File: config.mk
export PLATFORM = sky130hd
export DESIGN_NAME = eiu_exception_unit
export DESIGN_NICKNAME = d
export VERILOG_FILES = /design/src/pkg/eiu_pkg.sv /design/src/rtl/eiu_exception_unit.sv
export VERILOG_INCLUDE_DIRS = /design/src /design/src/pkg
export SDC_FILE = /design/constraint.sdc
export NUM_CORES = 1
export LEC_CHECK = 0
export ABC_AREA = 1
export BUFFER_PORTS_ARGS = -buffer_cell sky130_fd_sc_hd__buf_2
export CAP_MARGIN = 20
export CORE_AREA = 4 4 104 106
export DETAILED_ROUTE_END_ITERATION = 10
export DIE_AREA = 0 0 108 110
export PLACE_DENSITY = 0.89
export SYNTH_ARGS = -nofsm -noshare
export SYNTH_HDL_FRONTEND = slang
export SYNTH_SLANG_ARGS = --single-unit
File: constraint.sdc
create_clock -name CLK -period 5.2 [get_ports CLK]
set_input_delay 0.52 -clock CLK [delete_from_list [all_inputs] [get_ports CLK]]
set_output_delay 0.52 -clock CLK [all_outputs]
set_load 0.02 [all_outputs]
File: src/pkg/eiu_cfg.svh
`ifndef EIU_CFG_SVH
`define EIU_CFG_SVH
`define EIU_RESET_VECTOR     32'h0000_0000
`define EIU_OFS_FETCH_FAULT  12'h010
`define EIU_OFS_MIS_BRANCH   12'h020
`define EIU_OFS_RESERVED_OP  12'h030
`define EIU_OFS_PRIVILEGE    12'h040
`define EIU_OFS_MIS_DATA     12'h050
`define EIU_OFS_DATA_FAULT   12'h060
`define EIU_OFS_BREAKPOINT   12'h080
`define EIU_OFS_REINIT       12'h000
`define EIU_OFS_IRQ_BASE     12'h200
`define EIU_OFS_STEP         12'h010
`define EIU_LEVEL_MAX        4'hf
`define EIU_TRAP_PRIV_LIMIT  8'h40
`define EIU_IRQ_USER_TIMER_TWO    11
`define EIU_IRQ_EXT_PIN      9
`define EIU_IRQ_SERIAL       7
`define EIU_IRQ_PARALLEL     5
`define EIU_IRQ_TIMER_ONE    3
`endif

File: src/pkg/eiu_pkg.sv
package eiu_pkg;
    typedef enum logic [4:0] {
        EIU_SRC_NONE,
        EIU_SRC_REINIT,
        EIU_SRC_FETCH,
        EIU_SRC_MIS_BRANCH,
        EIU_SRC_RESERVED_OP,
        EIU_SRC_PRIVILEGE,
        EIU_SRC_BREAKPOINT,
        EIU_SRC_TRAP,
        EIU_SRC_MIS_DATA,
        EIU_SRC_DATA_FAULT,
        EIU_SRC_IRQ
    } eiu_src_t;
    typedef enum logic [1:0] {
        EIU_RUN,
        EIU_RETURN
    } eiu_state_t;
endpackage

File: src/rtl/eiu_exception_unit.sv
`timescale 1ns/1ps
`include "eiu_cfg.svh"

module eiu_exception_unit (
    input  wire logic        CLK,
    input  wire logic        SYS_RST,
    input  wire logic        INSTR_VALID,
    input  wire logic [31:0] EXEC_ADDR,
    input  wire logic        NULLIFY,
    input  wire logic        USER_MODE,
    input  wire logic        FETCH_FAULT,
    input  wire logic        BRANCH_TARGET_VALID,
    input  wire logic [31:0] BRANCH_TARGET,
    input  wire logic        RESERVED_OP,
    input  wire logic        PRIV_REG_WRITE,
    input  wire logic        TRAP_VALID,
    input  wire logic [7:0]  TRAP_VECTOR,
    input  wire logic        SW_BREAKPOINT_EMU,
    input  wire logic        DATA_ACCESS_VALID,
    input  wire logic [31:0] DATA_ADDR,
    input  wire logic        DATA_ADDR_UNDEFINED,
    input  wire logic        REINIT_REQ,
    input  wire logic        USER_TIMER_TWO_IRQ,
    input  wire logic        EXT_PIN_IRQ,
    input  wire logic        SERIAL_IRQ,
    input  wire logic        PARALLEL_IRQ,
    input  wire logic        TIMER_ONE_IRQ,
    input  wire logic        RETURN_REQ,
    input  wire logic [31:0] VECTOR_BASE,
    input  wire logic [31:0] BREAKPOINT_ADDRESS_REG,
    input  wire logic        BREAKPOINT_ENABLE_BIT,
    input  wire logic        EXCEPTION_ENABLE_SET,
    input  wire logic        LEVEL_WRITE,
    input  wire logic [3:0]  LEVEL_WRITE_DATA,
    output logic             EXCEPTION_ENABLE_BIT,
    output logic [3:0]       PROCESSOR_LEVEL,
    output logic [3:0]       SAVED_LEVEL,
    output logic             SAVED_ENABLE,
    output logic             SAVED_NULLIFY_FLAG,
    output logic             TAKE,
    output logic [31:0]      TARGET_ADDR,
    output logic [31:0]      SAVED_ADDR,
    output logic             RESUME_NEXT,
    output logic             SKIP_RETURN_INSTR,
    output logic             RETURN_DONE,
    output logic             KILL_INSTR,
    output logic             MIS_DATA_PENDING,
    output logic             DATA_FAULT_PENDING
);
    import eiu_pkg::*;

    function automatic logic [31:0] vec_addr(input logic [31:0] base, input logic [11:0] ofs);
        vec_addr = base | {20'h00000, ofs};
    endfunction

    logic [15:1] irq_lines;
    logic [3:0]  irq_num;
    logic        irq_ok;
    eiu_src_t    next_src;
    logic [11:0] next_ofs;
    logic        bp_hit;
    logic        sync_ok;
    logic        reinit_q;
    logic        reinit_pend;

    always_comb
    begin
        irq_lines                        = '0;
        irq_lines[`EIU_IRQ_USER_TIMER_TWO]   = USER_TIMER_TWO_IRQ;
        irq_lines[`EIU_IRQ_EXT_PIN]     = EXT_PIN_IRQ;
        irq_lines[`EIU_IRQ_SERIAL]      = SERIAL_IRQ;
        irq_lines[`EIU_IRQ_PARALLEL]    = PARALLEL_IRQ;
        irq_lines[`EIU_IRQ_TIMER_ONE]   = TIMER_ONE_IRQ;
    end

    // Highest line wins; acceptance needs the line above the current level.
    always_comb
    begin
        irq_num = 4'h0;
        for (int n = 1; n <= 15; n++)
        begin
            if (irq_lines[n])
            begin
                irq_num = 4'(n);
            end
        end
        irq_ok = (irq_num != 4'h0) && EXCEPTION_ENABLE_BIT
                 && (PROCESSOR_LEVEL < irq_num);
    end

    assign bp_hit  = INSTR_VALID && (EXEC_ADDR == BREAKPOINT_ADDRESS_REG)
                     && BREAKPOINT_ENABLE_BIT && EXCEPTION_ENABLE_BIT;
    assign sync_ok = INSTR_VALID && !NULLIFY;

    always_comb
    begin
        next_src = EIU_SRC_NONE;
        next_ofs = 12'h000;
        // Fixed priority chain; lower entries only win when nothing above fires.
        if (reinit_pend)
        begin
            next_src = EIU_SRC_REINIT;
            next_ofs = `EIU_OFS_REINIT;
        end
        else if (sync_ok && FETCH_FAULT)
        begin
            next_src = EIU_SRC_FETCH;
            next_ofs = `EIU_OFS_FETCH_FAULT;
        end
        else if (sync_ok && BRANCH_TARGET_VALID && (BRANCH_TARGET[1:0] != 2'b00))
        begin
            next_src = EIU_SRC_MIS_BRANCH;
            next_ofs = `EIU_OFS_MIS_BRANCH;
        end
        else if (sync_ok && RESERVED_OP)
        begin
            next_src = EIU_SRC_RESERVED_OP;
            next_ofs = `EIU_OFS_RESERVED_OP;
        end
        else if (sync_ok && USER_MODE && (PRIV_REG_WRITE
                 || (TRAP_VALID && TRAP_VECTOR <= `EIU_TRAP_PRIV_LIMIT)))
        begin
            next_src = EIU_SRC_PRIVILEGE;
            next_ofs = `EIU_OFS_PRIVILEGE;
        end
        else if (bp_hit)
        begin
            next_src = EIU_SRC_BREAKPOINT;
            next_ofs = `EIU_OFS_BREAKPOINT;
        end
        else if (sync_ok && TRAP_VALID)
        begin
            next_src = EIU_SRC_TRAP;
            next_ofs = {TRAP_VECTOR, 4'h0};
        end
        else if (MIS_DATA_PENDING && EXCEPTION_ENABLE_BIT)
        begin
            next_src = EIU_SRC_MIS_DATA;
            next_ofs = `EIU_OFS_MIS_DATA;
        end
        else if (DATA_FAULT_PENDING && EXCEPTION_ENABLE_BIT)
        begin
            next_src = EIU_SRC_DATA_FAULT;
            next_ofs = `EIU_OFS_DATA_FAULT;
        end
        else if (irq_ok)
        begin
            next_src = EIU_SRC_IRQ;
            next_ofs = `EIU_OFS_IRQ_BASE + {4'h0, irq_num, 4'h0};
        end
    end

    // Re-initialise request is edge sensed and held until taken.
    always_ff @(posedge CLK or posedge SYS_RST)
    begin
        if (SYS_RST)
        begin
            reinit_q    <= 1'b0;
            reinit_pend <= 1'b0;
        end
        else
        begin
            reinit_q    <= REINIT_REQ;
            reinit_pend <= (REINIT_REQ && !reinit_q)
                           || (reinit_pend && next_src != EIU_SRC_REINIT);
        end
    end

    // Data exceptions are sampled every cycle and latched until accepted; a new event beats the clear.
    always_ff @(posedge CLK or posedge SYS_RST)
    begin
        if (SYS_RST)
        begin
            MIS_DATA_PENDING   <= 1'b0;
            DATA_FAULT_PENDING <= 1'b0;
        end
        else
        begin
            MIS_DATA_PENDING   <= (DATA_ACCESS_VALID && DATA_ADDR[1:0] != 2'b00)
                                  || (MIS_DATA_PENDING && next_src != EIU_SRC_MIS_DATA);
            DATA_FAULT_PENDING <= (DATA_ACCESS_VALID && DATA_ADDR_UNDEFINED)
                                  || (DATA_FAULT_PENDING && next_src != EIU_SRC_DATA_FAULT);
        end
    end

    // Status register: level, enable; saved copy taken from the pre-entry values.
    always_ff @(posedge CLK or posedge SYS_RST)
    begin
        if (SYS_RST)
        begin
            PROCESSOR_LEVEL      <= `EIU_LEVEL_MAX;
            EXCEPTION_ENABLE_BIT <= 1'b0;
            SAVED_LEVEL          <= `EIU_LEVEL_MAX;
            SAVED_ENABLE         <= 1'b0;
            SAVED_NULLIFY_FLAG   <= 1'b0;
        end
        else if (next_src != EIU_SRC_NONE)
        begin
            SAVED_LEVEL          <= PROCESSOR_LEVEL;
            SAVED_ENABLE         <= EXCEPTION_ENABLE_BIT;
            SAVED_NULLIFY_FLAG   <= NULLIFY;
            EXCEPTION_ENABLE_BIT <= 1'b0;
            PROCESSOR_LEVEL      <= (next_src == EIU_SRC_IRQ) ? irq_num
                                    : `EIU_LEVEL_MAX;
        end
        else if (RETURN_REQ)
        begin
            // An entry presented with the return wins; this restore is then skipped and RETURN_DONE stays low.
            PROCESSOR_LEVEL      <= SAVED_LEVEL;
            EXCEPTION_ENABLE_BIT <= SAVED_ENABLE;
        end
        else
        begin
            // Software lowers the level to open the interrupt window; an entry wins a clash.
            EXCEPTION_ENABLE_BIT <= EXCEPTION_ENABLE_BIT | EXCEPTION_ENABLE_SET;
            PROCESSOR_LEVEL      <= LEVEL_WRITE ? LEVEL_WRITE_DATA : PROCESSOR_LEVEL;
        end
    end

    // Dispatch outputs; synchronous requests are decided in the cycle presented, re-initialise and data requests from their pending flags.
    always_ff @(posedge CLK or posedge SYS_RST)
    begin
        if (SYS_RST)
        begin
            TAKE        <= 1'b0;
            TARGET_ADDR <= `EIU_RESET_VECTOR;
            SAVED_ADDR  <= 32'h0000_0000;
            RESUME_NEXT <= 1'b0;
            KILL_INSTR  <= 1'b0;
        end
        else
        begin
            TAKE       <= (next_src != EIU_SRC_NONE);
            KILL_INSTR <= (next_src != EIU_SRC_NONE);
            if (next_src != EIU_SRC_NONE)
            begin
                TARGET_ADDR <= vec_addr(VECTOR_BASE, next_ofs);
                SAVED_ADDR  <= (next_src == EIU_SRC_BREAKPOINT) ? BREAKPOINT_ADDRESS_REG
                               : EXEC_ADDR;
                RESUME_NEXT <= (next_src == EIU_SRC_TRAP) && !SW_BREAKPOINT_EMU;
            end
        end
    end

    always_ff @(posedge CLK or posedge SYS_RST)
    begin
        if (SYS_RST)
        begin
            RETURN_DONE       <= 1'b0;
            SKIP_RETURN_INSTR <= 1'b0;
        end
        else
        begin
            RETURN_DONE       <= RETURN_REQ && (next_src == EIU_SRC_NONE);
            SKIP_RETURN_INSTR <= RETURN_REQ && (next_src == EIU_SRC_NONE)
                                 && SAVED_NULLIFY_FLAG;
        end
    end
endmodule // eiu_exception_unit

-- Yosys cells after proc, flatten, opt, wreduce, memory -nomap -nowiden
Cells that the tools add are included.
- output and inout port bits: 82
- memories: 0
- input port bits: 195
- bits in registers: 83
- latch bits: 0
- RAM bits: 0
- bits in read-only memories: 0
- divide/modulo/power cells: 0
- equal/unequal tests: 7
- shifts and indexed selects: 0
- mux-type cells: 32
- $lt $le $gt $ge: 2
- reduce and logical (&&, ||, !) cells: 38
- $add $sub $neg: 1
- bitwise logic cells: 2
- multipliers: 0
- operators by type and width (cell ; count):
    2-to-1 mux 12 bit ; 7
    2-to-1 mux 4 bit ; 18
    2-to-1 mux 11 bit ; 3
    == test 32 bit ; 1
    2-to-1 mux 32 bit ; 1
    bitwise OR 32 x 12 -> 32 bit ; 1
    logical AND 1 bit ; 25
    adder 10 x 8 -> 11 bit (first input constant) ; 1
    == test 5 x 3 -> 1 bit (second input constant) ; 2
    != test 5 x 4 -> 1 bit (second input constant) ; 2
    less-or-equal comparator 8 x 7 -> 1 bit (second input constant) ; 1
    == test 5 x 4 -> 1 bit (second input constant) ; 1
    zero test 5 bit ; 1
    != test 5 x 1 -> 1 bit (second input constant) ; 1
    nonzero test 5 bit ; 1
    logical OR 1 bit ; 4
    less-than comparator 4 bit ; 1
    nonzero test 2 bit ; 2
    nonzero test 4 bit ; 1
    zero test 1 bit ; 3
    nonzero test 3 bit ; 1
    2-to-1 mux 1 bit ; 2
    2-to-1 mux 2 bit ; 1
    bitwise OR 1 bit ; 1

-- Longest topological paths before layout
- word-level depth: 21
- depth in mapped cells: 19
- gate-level depth less buffers: 18

-- Worst setup path after synthesis
OpenSTA, ideal clock, no wires.
- path type: in2reg
- start point: in USER_TIMER_TWO_IRQ
- end point: reg TARGET_ADDR[10]
- data required time: 5.077 ns
- stages: 17
- library setup time: 0.123 ns
- path buffers: 2
- path slack: 2.844 ns
- arrival: 2.233 ns
- path through: nor2_2 -> o21ai_0 -> ha_1 -> a21oi_1 -> nand3_1 -> inv_1 -> nand3_1 -> nand3_1 -> nand2_1 -> nand2_1 -> nand2_1 -> nand3_1 -> nor2_2 -> buf_6 -> buf_6 -> nand2_1 -> nand2_1
- word-level cells in the longest chain between the ends: 15
- RTL lines (what ; RTL line ; source):
    from (decl) ; eiu_exception_unit.sv:23 ; input wire logic USER_TIMER_TWO_IRQ,
    2-to-1 mux 4 bit * ; eiu_exception_unit.sv:82 ; if (irq_lines[n])
    parallel branches: the longest is 14 deep, another holds adder 10 x 8 -> 11 bit ; n/a ;
    to (signal assigned) ; eiu_exception_unit.sv:226 ; TARGET_ADDR <= `EIU_RESET_VECTOR;
    to (signal assigned) ; eiu_exception_unit.sv:237 ; TARGET_ADDR <= vec_addr(VECTOR_BASE, next_ofs);
    to (decl) ; eiu_exception_unit.sv:41 ; output logic [31:0] TARGET_ADDR,
Mark *: on every way between the ends.
A chain may end at the register's enable or synchronous reset.

-- Final worst setup path
- start point: in USER_TIMER_TWO_IRQ
- end point: reg SAVED_NULLIFY_FLAG
- word-level cells in the longest chain between the ends: 15
- RTL lines (what ; RTL line ; source):
    2-to-1 mux 4 bit * ; eiu_exception_unit.sv:82 ;
    parallel branches: the longest is 2 deep, another holds less-than comparator 4 bit ; n/a ;
    logical AND 1 bit * ; eiu_exception_unit.sv:88 ; && (PROCESSOR_LEVEL < irq_num);
    2-to-1 mux 4 bit * ; eiu_exception_unit.sv:146 ; else if (irq_ok)
    2-to-1 mux 4 bit * ; eiu_exception_unit.sv:141 ; else if (DATA_FAULT_PENDING && EXCEPTION_ENABLE_BIT)
    2-to-1 mux 4 bit * ; eiu_exception_unit.sv:136 ; else if (MIS_DATA_PENDING && EXCEPTION_ENABLE_BIT)
    2-to-1 mux 4 bit * ; eiu_exception_unit.sv:131 ; else if (sync_ok && TRAP_VALID)
    2-to-1 mux 4 bit * ; eiu_exception_unit.sv:126 ; else if (bp_hit)
    2-to-1 mux 4 bit * ; eiu_exception_unit.sv:120 ; else if (sync_ok && USER_MODE && (PRIV_REG_WRITE
    2-to-1 mux 4 bit * ; eiu_exception_unit.sv:115 ; else if (sync_ok && RESERVED_OP)
    2-to-1 mux 4 bit * ; eiu_exception_unit.sv:110 ; else if (sync_ok && BRANCH_TARGET_VALID && (BRANCH_TARGET[1:0] != 2'b00))
    2-to-1 mux 4 bit * ; eiu_exception_unit.sv:105 ; else if (sync_ok && FETCH_FAULT)
    2-to-1 mux 4 bit * ; eiu_exception_unit.sv:100 ; if (reinit_pend)
    nonzero test 5 bit * ; eiu_exception_unit.sv:197 ; else if (next_src != EIU_SRC_NONE)
    to (signal assigned) ; eiu_exception_unit.sv:195 ; SAVED_NULLIFY_FLAG <= 1'b0;
    to (signal assigned) ; eiu_exception_unit.sv:201 ; SAVED_NULLIFY_FLAG <= NULLIFY;
    to (decl) ; eiu_exception_unit.sv:39 ; output logic SAVED_NULLIFY_FLAG,
Marks and branches as above.

==> impl_results.md <==
* WP data required at 5460 ps
* Global placer's final weighted congestion at 0.8258
* Area contributors post-synth: dfrtp_1 45%, nand2_1 24%, dfstp_2 5.0%
* Critical R2R Launch: PROCESSOR_LEVEL[3]
* Clock latency on the worst-skew pair at 340 ps
* CTS tree: built
* Period utilization at 61.33%
* Critical R2R Capture: TARGET_ADDR[10]
* Peak Freq at 313.5 MHz
* Count leader, synth: nand2_1
* RSZ-0062 raised after global routing: no
* Largest net degree at the start of global routing at 50
* R2r setup slk at 2240 ps
* Vias in the first global route at 3947
* Sum of negative setup slack at 0 ps
* # diodes at 0
* Die W at 108 µm
* Setup Crit Path Kind: input pin to flop
* Die Ht at 110 µm
* Max-cap violations at 0
* # Post-CTS Setup Buffers at 0
* Num CTS Buffers at 9
* Clock buffer depth at 2
* Detail Route Antenna Nets at 0
* Routed wire length at 12380 µm
* Die ar. at 11880 µm²
* Post-synth EDFFs at 0
* Leak at 3.234 nW
* # nets final at 964
* Fillers at 955
* Via density per instance at 4.640
* Initial core utilization at 43.13%
* Post-Syn Area per Cell at 7.623 µm²
* Worst-Margin Slew at 742.1 ps
* Area delta synth->final at 32.47%
* Syn nets at 751
* Residual DRC at 0
* Post-Synthesis Cells at 553
* Global-route wire length before repair at 18910 µm
* Drt first-iter violations at 171
* Post-synth top cells: 264 x nand2_1, 75 x dfrtp_1, 41 x inv_1, 41 x nor2_1, 25 x o21ai_0
* CP Max Fanout at 30
* Max-slew headroom at 50.41%
* Top_reg_cell synth: dfrtp_1
* Total global-route track usage at 20.53%
* Via Count at 4195
* Pre-antenna DRT Iters at 5
* Synth Register Bits at 83
* Unique masters post-synth at 28
* Period minus WS final at 3189 ps
* Area of the core at 9774 µm²
* Post-synthesis sequential area ratio at 49.51%
* H-tree levels at 3
* Leading area contributor after synthesis: dfrtp_1
* R2R depth at 13
* Port Buffers at 216
* Cell Rows at 36
* Post-CTS sizing at 0
* Worst-path clk slew at 80 ps
* Grt total ovfl at 0
* Hold_ws at 258.4 ps
* # IOs at 277
* Hold Vio Cnt, Final at 0
* CTS hold repair buffers at 0
* Clock Tree Root: clkbuf_8
* Worst VDD drop at 0.1917 mV
* Share of post-route cells with drive strength above 1 at 32.43%
* Layout Skew at 14.64 ps
* Synth top area share at 44.52%
* Min-delay worst type: input pin to asynchronous set/reset pin
* CP arrival at 3450 ps
* Setup violations, final at 0
* Status: finished, final reports clean
* Routed WL per cell at 13.70 µm
* CP Capture Type: flop
* Yosys warns at 0
* Antenna violations before repair at 1
* Pwr per Cell Area at 362.3 nW/µm²
* Async SR Flop Fraction at 100.0%
* Slew Limit Fails at 0
* Critical Path Start Type: input pin
* Hpwl dp at 9882 µm
* Mapped Area at 4215 µm²
* Clock Sinks at 83
sequential cells by signal (all words and copies together), names as in the netlist:
name / flops
SAVED_ADDR: 32
TARGET_ADDR: 32
PROCESSOR_LEVEL: 4
SAVED_LEVEL: 4
DATA_FAULT_PENDING: 1
EXCEPTION_ENABLE_BIT: 1
KILL_INSTR: 1
MIS_DATA_PENDING: 1
RESUME_NEXT: 1
RETURN_DONE: 1
SAVED_ENABLE: 1
SAVED_NULLIFY_FLAG: 1
SKIP_RETURN_INSTR: 1
reinit_pend: 1
reinit_q: 1
per-layer routing:
layer  track usage (%)  share of wire [%]  vias to the layer above
met1             25.87                 42                     1900
met4             4.238               0.69                        2
li1                  -                  -                     2120
met2             35.21                 47                      162
met3             6.174                9.7                       11
met5                 0              0.057                        -
power breakdown:
group | internal [mW] | switching, mW
sequential | 0.783 | 0.0769
clock | 0.270 | 0.221
combinational | 0.226 | 0.447
critical path, stage by stage:
cell and delay [ps]:
buf_2 110, nor2_2 220, o21ai_0 270, ha_1 350, nand2_1 50, inv_1 40, nand2_1 70, nand3_1 120
nand3_1 90, nand2_1 70, nand2_1 120, nand2_1 150, nand3_1 130, nor2_4 590, buf_4 350, nand2_1 100
o21ai_0 70
worst max-delay path by stage:
stage                         endpoint                from  slack (ps)
global route            TARGET_ADDR[8]  USER_TIMER_TWO_IRQ        1730
detailed placement      TARGET_ADDR[8]  USER_TIMER_TWO_IRQ        1650
finish              SAVED_NULLIFY_FLAG  USER_TIMER_TWO_IRQ        2010
CTS                    TARGET_ADDR[10]  USER_TIMER_TWO_IRQ        2000
floorplan           DATA_FAULT_PENDING             SYS_RST        2560
global placement       TARGET_ADDR[10]  USER_TIMER_TWO_IRQ        1660
layout make-up:
| type | count | area [µm²] | share of cell area [%] |
|---|---|---|---|
| repair buffers | 220 | 1124 | 20.12 |
| clock buffers | 11 | 131.4 | 2.353 |
| well taps | 133 | 166.4 | 2.980 |
| clock inverters | 5 | 80.08 | 1.434 |
| inverters | 41 | 155.1 | 2.778 |
| flip-flops and latches | 83 | 2087 | 37.37 |
| multi-input cells | 411 | 1841 | 32.96 |
kinds of logic (layout without fill, tap and decap cells):
family	after synthesis	after routing	share of synthesized area, %
and+or+nand+nor	340	340	31.79
DFF	83	83	49.51
buffers and inverters	59	277	6.946
AOI/OAI and AO/OA	42	42	5.462
xor gates and xnor gates	26	26	5.402
adders and majority gates	3	3	0.8906
stage by stage:
step | util [%] | area, µm² | std cells | setup WS (ps) | power, mW
after floorplan | - | 4215 | 553 | 2556 | 1.292
after global placement | 54.97 | 5373 | 888 | 1656 | 1.529
after detailed placement | 54.97 | 5373 | 888 | 1649 | 1.550
after CTS | 57.13 | 5584 | 904 | 2003 | 2.048
after global routing | 57.13 | 5584 | 904 | 1733 | 2.154
final | 57.13 | 5584 | 904 | 2011 | 2.023
cell usage in the layout (no fill, tap or decap), drive strengths merged, types with 2 or more instances in the layout:
cell,instances
clkbuf,11
a31oi,2
xnor2,15
xor2,11
clkinvlp,2
ha,3
o21ai,26
bufinv,2
nor2,45
nand3,22
a21oi,9
nor3,5
buf,220
clkinv,2
dfstp,8
nand2,264
dfrtp,75
inv,40
nand4,3
No activity file was read; power rests on OpenSTA's default activity.
